===== src/design/dcss_defs.svh =====
// Timing constants and selection codes for the dual-channel safe stop
`ifndef DCSS_DEFS_SVH
`define DCSS_DEFS_SVH
`define DCSS_CLK_MHZ 100
`define DCSS_QUAL_TIME_US 2000
`define DCSS_QUAL_CYCLES (`DCSS_QUAL_TIME_US * `DCSS_CLK_MHZ)
`define DCSS_SEL_POS 8'h50
`define DCSS_SEL_NEG 8'hB4
`define DCSS_CODE_NONE 3'h0
`define DCSS_CODE_SAFE_STOP 3'h5
`define DCSS_CODE_FAULT0 3'h1
`endif


===== src/design/dcss_pkg.sv =====
// Types shared by the dual-channel safe stop design
package dcss_pkg;
    typedef enum logic [1:0] {
        DCSS_RUN = 2'h0,
        DCSS_STOP = 2'h1,
        DCSS_FAULT = 2'h3
    } dcss_mode_e;
    typedef struct packed {
        logic health;
        logic safe_stop;
        logic term;
        logic drive_en;
    } dcss_out_s;
    typedef struct packed {
        dcss_mode_e mode;
        dcss_out_s outs;
        logic [2:0] disp_code;
    } dcss_state_s;
endpackage


===== src/design/dcss_chan_filter.sv =====
// Synchroniser and stability qualifier for one safety channel
`include "dcss_defs.svh"
module dcss_chan_filter
    import dcss_pkg::*;
#(
    parameter int QUAL_CYCLES = `DCSS_QUAL_CYCLES
)(
    input wire logic core_clk_i, // Control clock
    input wire logic rstn_i, // Async reset, active low
    input wire logic closed_i, // Raw contact level, 1 = shorted
    output logic closed_o // Qualified level
);
    typedef struct packed {
        logic sync1;
        logic sync2;
        logic level;
        logic [31:0] cnt;
    } dcss_filt_s;
    dcss_filt_s st;
    dcss_filt_s next_st;

    // Restart the count whenever the input agrees with the level, so short pulses die here
    always_comb
    begin
        next_st = st;
        next_st.sync1 = closed_i;
        next_st.sync2 = st.sync1;
        if (st.sync2 == st.level)
        begin
            next_st.cnt = 32'h0;
        end
        else if (st.cnt >= 32'(QUAL_CYCLES - 1))
        begin
            next_st.level = st.sync2;
            next_st.cnt = 32'h0;
        end
        else
        begin
            next_st.cnt = st.cnt + 32'h1;
        end
    end

    // Reset to open: the safe reading
    always_ff @(posedge core_clk_i or negedge rstn_i)
    begin
        if (!rstn_i)
        begin
            st <= '0;
        end
        else
        begin
            st <= next_st;
        end
    end

    assign closed_o = st.level;
endmodule


===== src/design/dcss_safe_stop.sv =====
// Decision logic of the dual-channel safety stop
//
// Operation
// - Drive enabled only: powered, both shorted, healthy
// - Safe status on open-open; health when healthy
// - Failure shows one of four fault codes
// - Both open and healthy shows safe-stop code
// - Channel change needs 2 ms stable hold
// - Terminal selects positive or negative safe status
`include "dcss_defs.svh"
module dcss_safe_stop
    import dcss_pkg::*;
#(
    parameter int QUAL_CYCLES = `DCSS_QUAL_CYCLES
)(
    input wire logic core_clk_i, // Control clock, 100 MHz
    input wire logic rstn_i, // Async reset, active low
    input wire logic power_ok_i, // Supply present
    input wire logic safety_channel_a_i, // 1 = shorted to channel_common
    input wire logic safety_channel_b_i, // 1 = shorted to channel_common
    input wire logic fault_i, // Internal safety-circuit failure
    input wire logic [1:0] fault_kind_i, // Which of four failures
    input wire logic [7:0] term_sel_i, // Terminal function selection
    output logic drive_en_o, // Drive output enable
    output logic safe_stop_indication_o, // Safe status, 1 = conducting
    output logic safety_health_status_o, // Health, 1 = conducting
    output logic term_o, // Configurable terminal, 1 = conducting
    output logic [2:0] safety_fault_code_o // Display code
);
    logic a_closed;
    logic b_closed;
    dcss_state_s st;
    dcss_state_s next_st;

    // One filter per channel; the two are never compared, a mismatch
    // just leaves the drive stopped
    dcss_chan_filter #(.QUAL_CYCLES(QUAL_CYCLES)) u_fa (
        .core_clk_i(core_clk_i),
        .rstn_i(rstn_i),
        .closed_i(safety_channel_a_i),
        .closed_o(a_closed)
    );
    dcss_chan_filter #(.QUAL_CYCLES(QUAL_CYCLES)) u_fb (
        .core_clk_i(core_clk_i),
        .rstn_i(rstn_i),
        .closed_i(safety_channel_b_i),
        .closed_o(b_closed)
    );

    // Decision table; failure and power loss dominate everything
    always_comb
    begin
        next_st = '0;
        if (!power_ok_i)
        begin
            next_st.mode = DCSS_STOP; // Outputs off, but negative selection still turns the terminal on
        end
        else if (fault_i)
        begin
            next_st.mode = DCSS_FAULT;
            next_st.disp_code = `DCSS_CODE_FAULT0
                + {1'b0, fault_kind_i};
        end
        else if (a_closed && b_closed)
        begin
            next_st.mode = DCSS_RUN;
            next_st.outs.drive_en = 1'b1;
            next_st.outs.health = 1'b1;
        end
        else
        begin
            next_st.mode = DCSS_STOP;
            next_st.outs.health = 1'b1;
            if (!a_closed && !b_closed)
            begin
                next_st.outs.safe_stop = 1'b1;
                next_st.disp_code = `DCSS_CODE_SAFE_STOP;
            end
        end
        // Unknown selection leaves the terminal off; the sense is applied
        // after the decision, so both codes follow the same safe status
        case (term_sel_i)
            `DCSS_SEL_POS:
            begin
                next_st.outs.term = next_st.outs.safe_stop;
            end
            `DCSS_SEL_NEG:
            begin
                next_st.outs.term = !next_st.outs.safe_stop;
            end
            default:
            begin
                next_st.outs.term = 1'b0;
            end
        endcase
    end

    // Reset holds every output non-conducting and the drive off
    always_ff @(posedge core_clk_i or negedge rstn_i)
    begin
        if (!rstn_i)
        begin
            st <= '0;
        end
        else
        begin
            st <= next_st;
        end
    end

    // Outputs come straight from the state flops, so decode hazards
    // never reach the open-collector drivers
    assign drive_en_o = st.outs.drive_en;
    assign safe_stop_indication_o = st.outs.safe_stop;
    assign safety_health_status_o = st.outs.health;
    assign term_o = st.outs.term;
    assign safety_fault_code_o = st.disp_code;
endmodule


===== config.mk =====
export PLATFORM = sky130hd
export DESIGN_NAME = dcss_safe_stop
export DESIGN_NICKNAME = d
export VERILOG_FILES = /design/src/design/dcss_pkg.sv /design/src/design/dcss_chan_filter.sv /design/src/design/dcss_safe_stop.sv
export VERILOG_INCLUDE_DIRS = /design/src /design/src/design
export SDC_FILE = /design/constraint.sdc
export NUM_CORES = 1
export LEC_CHECK = 0
export ABC_AREA = 1
export BUFFER_PORTS_ARGS = -buffer_cell sky130_fd_sc_hd__buf_2
export CAP_MARGIN = 20
export CORE_MARGIN = 3
export CORE_UTILIZATION = 40
export CTS_BUF_LIST = sky130_fd_sc_hd__clkbuf_8
export DETAILED_ROUTE_END_ITERATION = 7
export PLACE_DENSITY = 0.64
export SYNTH_ARGS = -nofsm -noshare
export SYNTH_HDL_FRONTEND = slang
export SYNTH_SLANG_ARGS = --single-unit

===== constraint.sdc =====
create_clock -name core_clk_i -period 1.78 [get_ports core_clk_i]
set_input_delay 0.089 -clock core_clk_i [delete_from_list [all_inputs] [get_ports core_clk_i]]
set_output_delay 0.089 -clock core_clk_i [all_outputs]
set_load 0.03 [all_outputs]

==> impl_metrics.csv, run 1 <==
group,metric,value,unit
route,route.final.wire_length,5.302,mm
clock_network,cts_sinks,77,
sta,timing.final.ws_setup,210.8,ps
route,vias_per_cell,4.356,
yosys,postSynth.topFlopCell,"dfrtp_1",
job,maxCapViolCount,0,
setup_path,worst_setup_path_end_kind,"register",
setup_path,start_kind,"register",
layout,multi_input_area,1356,sq um
global_routing,wire_length_of_the_first_global_routing_pass,9.508,mm
setup_path,timing.critical_path.arrival,1790,ps
sta,setup-violations-final,0,
yosys,synth.cell_area,3307,sq um
yosys,ys.warnings.count,0,
run_status,outcome,"finished clean",
placed_design,numPortBuffers,22,
placed_design,dpl.hpwl,3.726,mm
layout,area.sequential,1927,sq um
hold_path,hold_path_class,"in2reg",
clock_network,cts_resized,0,
layout,flow.area_growth_from_synthesis,18.43,%
global_routing,grt_start_max_net_pins,48,
floorplanning,die-height,96.93,microns
power,combinationalPowerShare,0.041,
global_routing,grt_antenna_before_repair,0,
route,remaining_drc_errors,0,
setup_path,critical_path_required,2000,ps
placed_design,detailedPlace.worstSlack,206.3,ps
sta,final_hold_vio_count,0,
global_routing,first_global_vias,2214,
layout,layout-drive-gt1-share,0.1663,
yosys,synthesis.instances,331,
floorplanning,core_region_area,7888,sq um
route,first_pass_iters,6,
sta,final.hold.worst_slack,22.74,ps
yosys,yosys_register_bits,77,
route,ant_nets,0,
route,routed_wire_length_per_instance,10.50,microns
power,power.density_cell_area,807.9,nW/um^2
sta,fmax,0.6373,GHz
clock_network,worstSkewPairLatency,340,ps
yosys,ys_seq_area_frac,0.5827,
route,via_count,2200,
clock_network,root_buffer,"clkbuf_8",
floorplanning,floorplan_die_area,9394,sq um
clock_network,clkSlewWorstSetupHoldPaths,80,ps
yosys,syn_area_per_cell,9.991,sq um
sta,rsz0062_at_grt,"false",
setup_path,timing.critical_path.fanout_max,11,
power,p_int,2.404,mW
power,seq_power_share,0.571,
floorplanning,floorplan.die.width,96.93,microns
clock_network,cts_tree,"built",
sta,skew,9.194,ps
clock_network,htree_num_levels,3,
placed_design,routabilityCongestion,0.8648,
floorplanning,num_rows,32,
sta,totalNegativeSetupSlack,0,ps
power,power.static_leakage,1.751,nW
layout,n_antenna_cell,0,
power,part_of_the_total_power_dissipated_in_the_clock_network,0.388,
clock_network,cts_buffers,9,
sta,timing_max_transition_violations_final,0,
global_routing,grt.total_usage,0.1247,
yosys,synth_cell_type_count,31,
clock_network,maximum_root_to_sink_buffer_count,2,
setup_path,critPathKind,"reg2reg",
layout,nets,417,
floorplanning,initial_core_util,0.4193,
sta,layout_worst_path_cycle_share,0.8816,
route,number_of_violations_reported_at_the_end_of_detailed_routing_iteration_0,76,
sta,final.min_clock_period,1569,ps
power,p_sw_frac,0.2402,
yosys,synth_enable_flop_cells,0,
yosys,synthArstFlopShare,1.000,
layout,fillerInstances,711,
global_routing,grt_remaining_overflow,0,
floorplanning,top_level_ports,23,
power,switching_power,0.7601,mW
power,peakVddDrop,585.2,uV
[metrics by stage]
stage                 util  power [mW]  instances  area, sq um
global route        0.4965       3.316        505         3916
detailed placement  0.4622       1.961        481         3646
global placement    0.4622       1.958        481         3646
finish              0.4965       3.164        505         3916
floorplan                -       1.887        358         3408
CTS                 0.4965       3.216        505         3916
[registers in the layout, indices dropped and copies added (netlist names)]
signal and flops:
drive_en_o 1, safe_stop_indication_o 1, safety_fault_code_o 3, safety_health_status_o 1, term_o 1, u_fa.closed_o 1
u_fa.next_st 1, u_fa.st 33, u_fb.closed_o 1, u_fb.next_st 1, u_fb.st 33
[critical path: stages (launching register included)]
cell and delay [ps]:
dfrtp_1 390, ha_1 210, nand3_2 120, o21ai_1 140, nand2_1 70, nand2_2 70
nand2_4 60, nand3_4 150, buf_12 190, nor2_4 40
[synthesized netlist by cell type (2+ instances only)]
| cell type | count | area share |
|---|---|---|
| nand3_2 | 2 | 0.0061 |
| ha_1 | 3 | 0.011 |
| nand3_1 | 14 | 0.021 |
| o21ai_1 | 3 | 0.0045 |
| nand3_4 | 2 | 0.011 |
| inv_1 | 20 | 0.023 |
| nand2_2 | 2 | 0.0038 |
| xnor2_1 | 8 | 0.021 |
| a31oi_1 | 2 | 0.0038 |
| xor2_1 | 19 | 0.050 |
| buf_6 | 2 | 0.0068 |
| o21bai_1 | 2 | 0.0045 |
| o21ai_0 | 2 | 0.0030 |
| nor2_4 | 11 | 0.037 |
| nor2_2 | 5 | 0.0095 |
| nand2_1 | 60 | 0.068 |
| inv_2 | 2 | 0.0023 |
| dfrtp_1 | 77 | 0.58 |
| nand4_1 | 4 | 0.0076 |
| nor2_1 | 77 | 0.087 |
| nor3_1 | 4 | 0.0061 |
[timing repair]
action | in CTS | in global routing
hold buffers | 8 | 0
endpoints found under the hold margin | 36 | 0
buffers inserted | 0 | 0
[kinds of logic after synthesis]
kind of cell               count (synthesis)  synth area share
adders and majority gates                  3           0.01135
AOI/OAI and AO/OA                         11           0.02005
buffers and inverters                     25           0.03784
xor gates and xnor gates                  27           0.07151
other                                      1          0.001134
DFF                                       77            0.5827
and+or+nand+nor                          187            0.2754
[final timing paths]
kind                                   from                     end  slack (ps)  depth (start not counted)
setup reg to reg                 u_fa.st[0]             u_fa.st[10]         210                          9
min in group asynchronous            rstn_i              u_fb.st[9]         210                          2
hold / removal                   power_ok_i  safety_fault_code_o[1]          20                          3
max in group asynchronous            rstn_i        u_fa.next_st[33]        1000                          3
setup / recovery                 u_fa.st[0]             u_fa.st[10]         210                          9
hold reg to reg            u_fa.next_st[33]             u_fa.st[33]         360                          0
[power by group through the flow]
stage | sequential, mW | combinational (mW) | clock, mW
after floorplan | 1.85 | 0.0332 | 0
after global placement | 1.84 | 0.117 | 0
after detailed placement | 1.84 | 0.119 | 0
after CTS | 1.81 | 0.132 | 1.28
after global routing | 1.81 | 0.153 | 1.35
final | 1.81 | 0.128 | 1.23
[layer usage]
metal  GRT usage  vias up  part of all wire  routed length (microns)
met5           0        -                 0                        0
met4     0.06371        0             0.019                       99
met3     0.02956        8             0.031                      164
met2      0.1964       37              0.48                     2542
li1            -     1141                 -                        -
met1      0.1604     1014              0.47                     2496
[layout by cell type (no fill, tap or decap), drive strengths merged, types with 2 or more instances in the layout]
master	n
nand3	18
buf	24
xnor2	8
clkinvlp	2
inv	25
nor2	93
nor3	6
conb	28
dfrtp	77
clkbuf	10
dlygate4sd3	8
xor2	19
nand4	4
ha	3
o21ai	5
o21bai	2
a31oi	2
nand2	63
[cell type report]
cell class                      count  share of cell area
Clock buffer                       10             0.03514
Clock inverter                      6             0.01342
Inverter                           22             0.02109
Multi-Input combinational cell    256              0.3463
Sequential cell                    77              0.4920
Tap cell                          102             0.03259
Timing Repair Buffer               32             0.05942
Note: power is estimated with default switching activity, not from simulation.
==> run 2, diff against run 1 <==
Settings changed: CORE_MARGIN 3 to not set.
==> impl_metrics.csv, run 2 (synthesis results as in run 1) <==
group,metric,value,unit
layout,fillerInstances,757,
route,via_count,2191,
route,ant_nets,0,
placed_design,routabilityCongestion,0.7679,
global_routing,first_global_vias,2150,
route,route.final.wire_length,5.173,mm
global_routing,wire_length_of_the_first_global_routing_pass,9.542,mm
setup_path,timing.critical_path.arrival,1770,ps
route,number_of_violations_reported_at_the_end_of_detailed_routing_iteration_0,93,
floorplanning,top_level_ports,23,
route,vias_per_cell,4.313,
layout,n_antenna_cell,0,
layout,finished_layout_cell_area,3948,sq um
power,power.density_cell_area,825.9,nW/um^2
clock_network,htree_num_levels,3,
route,remaining_drc_errors,0,
run_status,outcome,"finished clean",
setup_path,cpMaxStageDelayCell,"dfrtp_1",
setup_path,critical_path.top_delay_family,"simple AND/OR/NAND/NOR gates",
floorplanning,die-height,92.93,microns
global_routing,grt.total_usage,0.1430,
clock_network,cts_tree,"built",
route,first_pass_iters,4,
global_routing,grt_antenna_before_repair,0,
sta,layout_worst_path_cycle_share,0.8712,
clock_network,root_buffer,"clkbuf_8",
sta,final_hold_vio_count,0,
global_routing,grt_start_max_net_pins,39,
hold_path,hold_path_class,"in2reg",
setup_path,path_buf_inv,1,
job,maxCapViolCount,0,
global_routing,grt_remaining_overflow,0,
sta,rsz0062_at_grt,"false",
setup_path,critPathKind,"reg2reg",
clock_network,maximum_root_to_sink_buffer_count,2,
layout,nets,420,
layout,stdcell_count,508,
floorplanning,initial_core_util,0.4214,
placed_design,numPortBuffers,22,
setup_path,timing.critical_path.fanout_max,11,
setup_path,critical_path_required,2000,ps
placed_design,placement.cell_area,3649,sq um
setup_path,worst_path_largest_cell_delay,390,ps
route,top_layer,"met4",
setup_path,start_kind,"register",
sta,skew,9.662,ps
sta,setup-violations-final,0,
floorplanning,num_rows,32,
route,dr_wl_met2,2.373,mm
route,dr_wl_met3,168,microns
layout,most_frequent_cells_in_the_layout,"nor2_1 (77), dfrtp_1 (77), nand2_1 (60)",
floorplanning,floorplan.die.width,92.93,microns
sta,totalNegativeSetupSlack,0,ps
route,wirelength_met1,2.568,mm
placed_design,place_inst,483,
power,peakVddDrop,592.1,uV
clock_network,worstSkewPairLatency,340,ps
floorplanning,core_region_area,7848,sq um
clock_network,cts_sinks,77,
clock_network,cts_resized,0,
sta,fmax,0.6449,GHz
setup_path,crit_chain,"ha_1 -> nand3_2 -> o21ai_1 -> nand2_1 -> nand2_2 -> nand2_4 -> nand3_4 -> buf_12 -> nor2_4",
power,power.static_leakage,1.768,nW
layout,flow.area_growth_from_synthesis,19.37,%
floorplanning,floorplan_die_area,8635,sq um
clock_network,clkSlewWorstSetupHoldPaths,80,ps
route,routed_wire_length_per_instance,10.18,microns
clock_network,cts_buffers,9,
setup_path,worst_setup_path_end_kind,"register",
sta,timing_max_transition_violations_final,0,
sta,final.min_clock_period,1551,ps
placed_design,dpl.hpwl,3.845,mm
layout,layout-drive-gt1-share,0.1700,
run 2: through the flow:
step	hold slack [ps]	util	total power, mW	setup slack, ps
3_5_place_dp	72.80	0.4649	1.962	238.2
4_1_cts	53.66	0.5030	3.308	223.7
5_1_grt	85.09	0.5030	3.422	66.38
6_report	84.11	0.5030	3.260	229.3
2_1_floorplan	-206.6	-	1.887	368.8
3_3_place_gp	70.82	0.4649	1.958	252.8
run 2: worst paths after layout:
path,from,to,slack [ps],cells past startpoint
setup / recovery,u_fa.st[0],u_fa.st[13],230,9
hold / removal,term_sel_i[2],term_o,80,3
setup reg to reg,u_fa.st[0],u_fa.st[13],230,9
hold reg to reg,u_fa.next_st[33],u_fa.st[33],350,0
max in group asynchronous,rstn_i,u_fa.st[27],970,3
min in group asynchronous,rstn_i,u_fa.st[18],230,2
run 2: final cells by class:
class / instances / area, sq um / area share
clock buffers: 10 / 137.6 / 0.03487
repair buffers: 35 / 245.2 / 0.06212
inverters: 22 / 82.58 / 0.02092
well taps: 102 / 127.6 / 0.03233
clock inverters: 6 / 71.32 / 0.01807
multi-input cells: 256 / 1356 / 0.3436
flip-flops and latches: 77 / 1927 / 0.4881
run 2: what timing repair did:
action                    in CTS  in global routing
setup buffers                  0                  0
hold endpoints to repair      41                  0
hold buffers                   9                  0
run 2: layer usage:
metal  GRT usage  vias to the layer above
li1            -                     1147
met1      0.1953                     1000
met2      0.2206                       38
met3     0.03695                        6
met4     0.05000                        0
met5           0                        -
run 2: report_power, final:
| group | switching, mW | total (mW) | leakage, nW | internal, mW |
|---|---|---|---|---|
| Clock | 0.627 | 1.32 | 0.0991 | 0.695 |
| Sequential | 0.0164 | 1.81 | 0.993 | 1.79 |
| Combinational | 0.0826 | 0.129 | 0.676 | 0.0467 |
| Total | 0.726 | 3.26 | 1.77 | 2.53 |
run 2: tightest hold or removal path, stage by stage:
cell     delay [ps]
buf_2           100
a31oi_1         120
nor3_1           60
==> run 3, diff against run 2 <==
Settings changed: CORE_UTILIZATION 40 to 31, PLACE_DENSITY 0.64 to 0.54.
==> impl_metrics.csv, run 3 (synthesis results as in run 1) <==
group,metric,value,unit
power,power.static_leakage,1.774,nW
route,via_count,2188,
clock_network,cts_tree,"built",
sta,layout_worst_path_cycle_share,0.8622,
placed_design,routabilityCongestion,0.7354,
power,peakVddDrop,504.4,uV
clock_network,clkSlewWorstSetupHoldPaths,80,ps
global_routing,grt_start_max_net_pins,45,
sta,final.min_clock_period,1535,ps
setup_path,critPathCapture,"u_fb.st[0]",
setup_path,start_kind,"register",
clock_network,maximum_root_to_sink_buffer_count,2,
global_routing,grt_antenna_before_repair,0,
route,vias_per_cell,4.052,
global_routing,grt.total_usage,0.1107,
setup_path,critical_path_required,2060,ps
layout,nets,418,
clock_network,htree_num_levels,3,
sta,timing_max_transition_violations_final,0,
power,power.density_cell_area,850.5,nW/um^2
sta,final.hold.worst_slack,42.91,ps
sta,totalNegativeSetupSlack,0,ps
route,ant_nets,0,
layout,fillerInstances,1011,
floorplanning,floorplan_die_area,11080,sq um
setup_path,timing.critical_path.arrival,1810,ps
floorplanning,num_rows,37,
placed_design,numPortBuffers,22,
floorplanning,initial_core_util,0.3203,
route,routed_wire_length_per_instance,9.685,microns
floorplanning,floorplan.die.width,105.3,microns
setup_path,critPathLaunch,"u_fb.st[0]",
clock_network,root_buffer,"clkbuf_8",
setup_path,critPathKind,"reg2reg",
layout,layout-drive-gt1-share,0.1658,
sta,setup-violations-final,0,
route,first_pass_iters,4,
global_routing,wire_length_of_the_first_global_routing_pass,9.446,mm
floorplanning,top_level_ports,23,
layout,most_frequent_cells_in_the_layout,"nor2_1 (77), dfrtp_1 (77), nand2_1 (60)",
setup_path,timing.critical_path.fanout_max,18,
route,route.final.wire_length,5.230,mm
layout,flow.area_growth_from_synthesis,21.00,%
layout,n_antenna_cell,0,
global_routing,first_global_vias,2107,
route,remaining_drc_errors,0,
floorplanning,die-height,105.3,microns
clock_network,cts_buffers,9,
sta,skew,6.110,ps
clock_network,cts_sinks,77,
setup_path,r2r-end,"u_fb.st[0]",
setup_path,worst_r2r_src,"u_fb.st[0]",
floorplanning,core_region_area,10320,sq um
clock_network,cts_resized,0,
run_status,outcome,"finished clean",
hold_path,hold_path_class,"in2reg",
sta,rsz0062_at_grt,"false",
setup_path,timing.reg2reg.setup_slack,250,ps
clock_network,worstSkewPairLatency,350,ps
sta,fmax,0.6516,GHz
setup_path,r2r_cells,8,
route,number_of_violations_reported_at_the_end_of_detailed_routing_iteration_0,121,
setup_path,worst_setup_path_end_kind,"register",
placed_design,dpl.hpwl,3.580,mm
job,maxCapViolCount,0,
sta,final_hold_vio_count,0,
global_routing,grt_remaining_overflow,0,
hold_path,worstHoldPathCells,3,
==> run 3: cell types whose count changed in the layout (fill, tap and decap cells not counted) <==
cell	previous run	this run
buf_12	1	2
buf_4	4	1
bufinv_16	1	2
clkbuf_8	10	9
clkinv_2	0	1
clkinvlp_4	2	1
==> run 3: worst min path at each step <==
stage	from	to	slack (ps)
after floorplan	rstn_i	drive_en_o	-210
after global placement	rstn_i	u_fa.st[19]	60
after detailed placement	rstn_i	u_fa.st[19]	70
after CTS	term_sel_i[2]	term_o	20
after global routing	term_sel_i[2]	term_o	60
final	term_sel_i[2]	term_o	40
==> run 3: per-layer routing <==
metal | wire length [microns] | share of wire | vias to the layer above | global-route usage
li1 | - | - | 1145 | -
met1 | 2483 | 0.47 | 996 | 0.1354
met2 | 2361 | 0.45 | 35 | 0.1692
met3 | 199 | 0.038 | 12 | 0.02597
met4 | 186 | 0.036 | 0 | 0.08451
met5 | 0 | 0 | - | 0
==> run 3: where the power goes <==
part	internal [mW]	switching (mW)
logic	0.0469	0.0826
registers	1.79	0.0137
clock network	0.796	0.671
total	2.64	0.768
==> run 3: worst max-delay path, stage by stage, from the launching register on <==
cell	delay [ps]
dfrtp_1	400
ha_1	230
nand3_1	170
o21ai_1	100
nand2_1	60
nand2_1	50
nand2_2	100
nand3_4	200
nor2_1	160
==> run 3: what timing repair did <==
action | CTS | global route
buffers inserted | 0 | 1
hold buffers | 9 | 0
endpoints found under the hold margin | 40 | 0
endpoints found under the setup margin | 0 | 2
==> run 3: through the flow <==
step                std cells  worst slack [ps]  utilization  cell area, sq um  power (mW)
detailed placement        514             145.6       0.3554              3669       1.961
global route              540             28.17       0.3876              4001       3.563
floorplan                 358             368.8            -              3408       1.887
global placement          514             195.1       0.3554              3669       1.958
finish                    540             245.3       0.3876              4001       3.403
CTS                       539             120.6       0.3857              3981       3.458
==> run 3: cell type report <==
cell class	count	area, sq um	share of cell area
flip-flops and latches	77	1927	0.4816
repair buffers	33	242.7	0.06066
clock inverters	7	98.84	0.02470
multi-input cells	256	1356	0.3390
clock buffers	9	123.9	0.03096
well taps	136	170.2	0.04253
inverters	22	82.58	0.02064
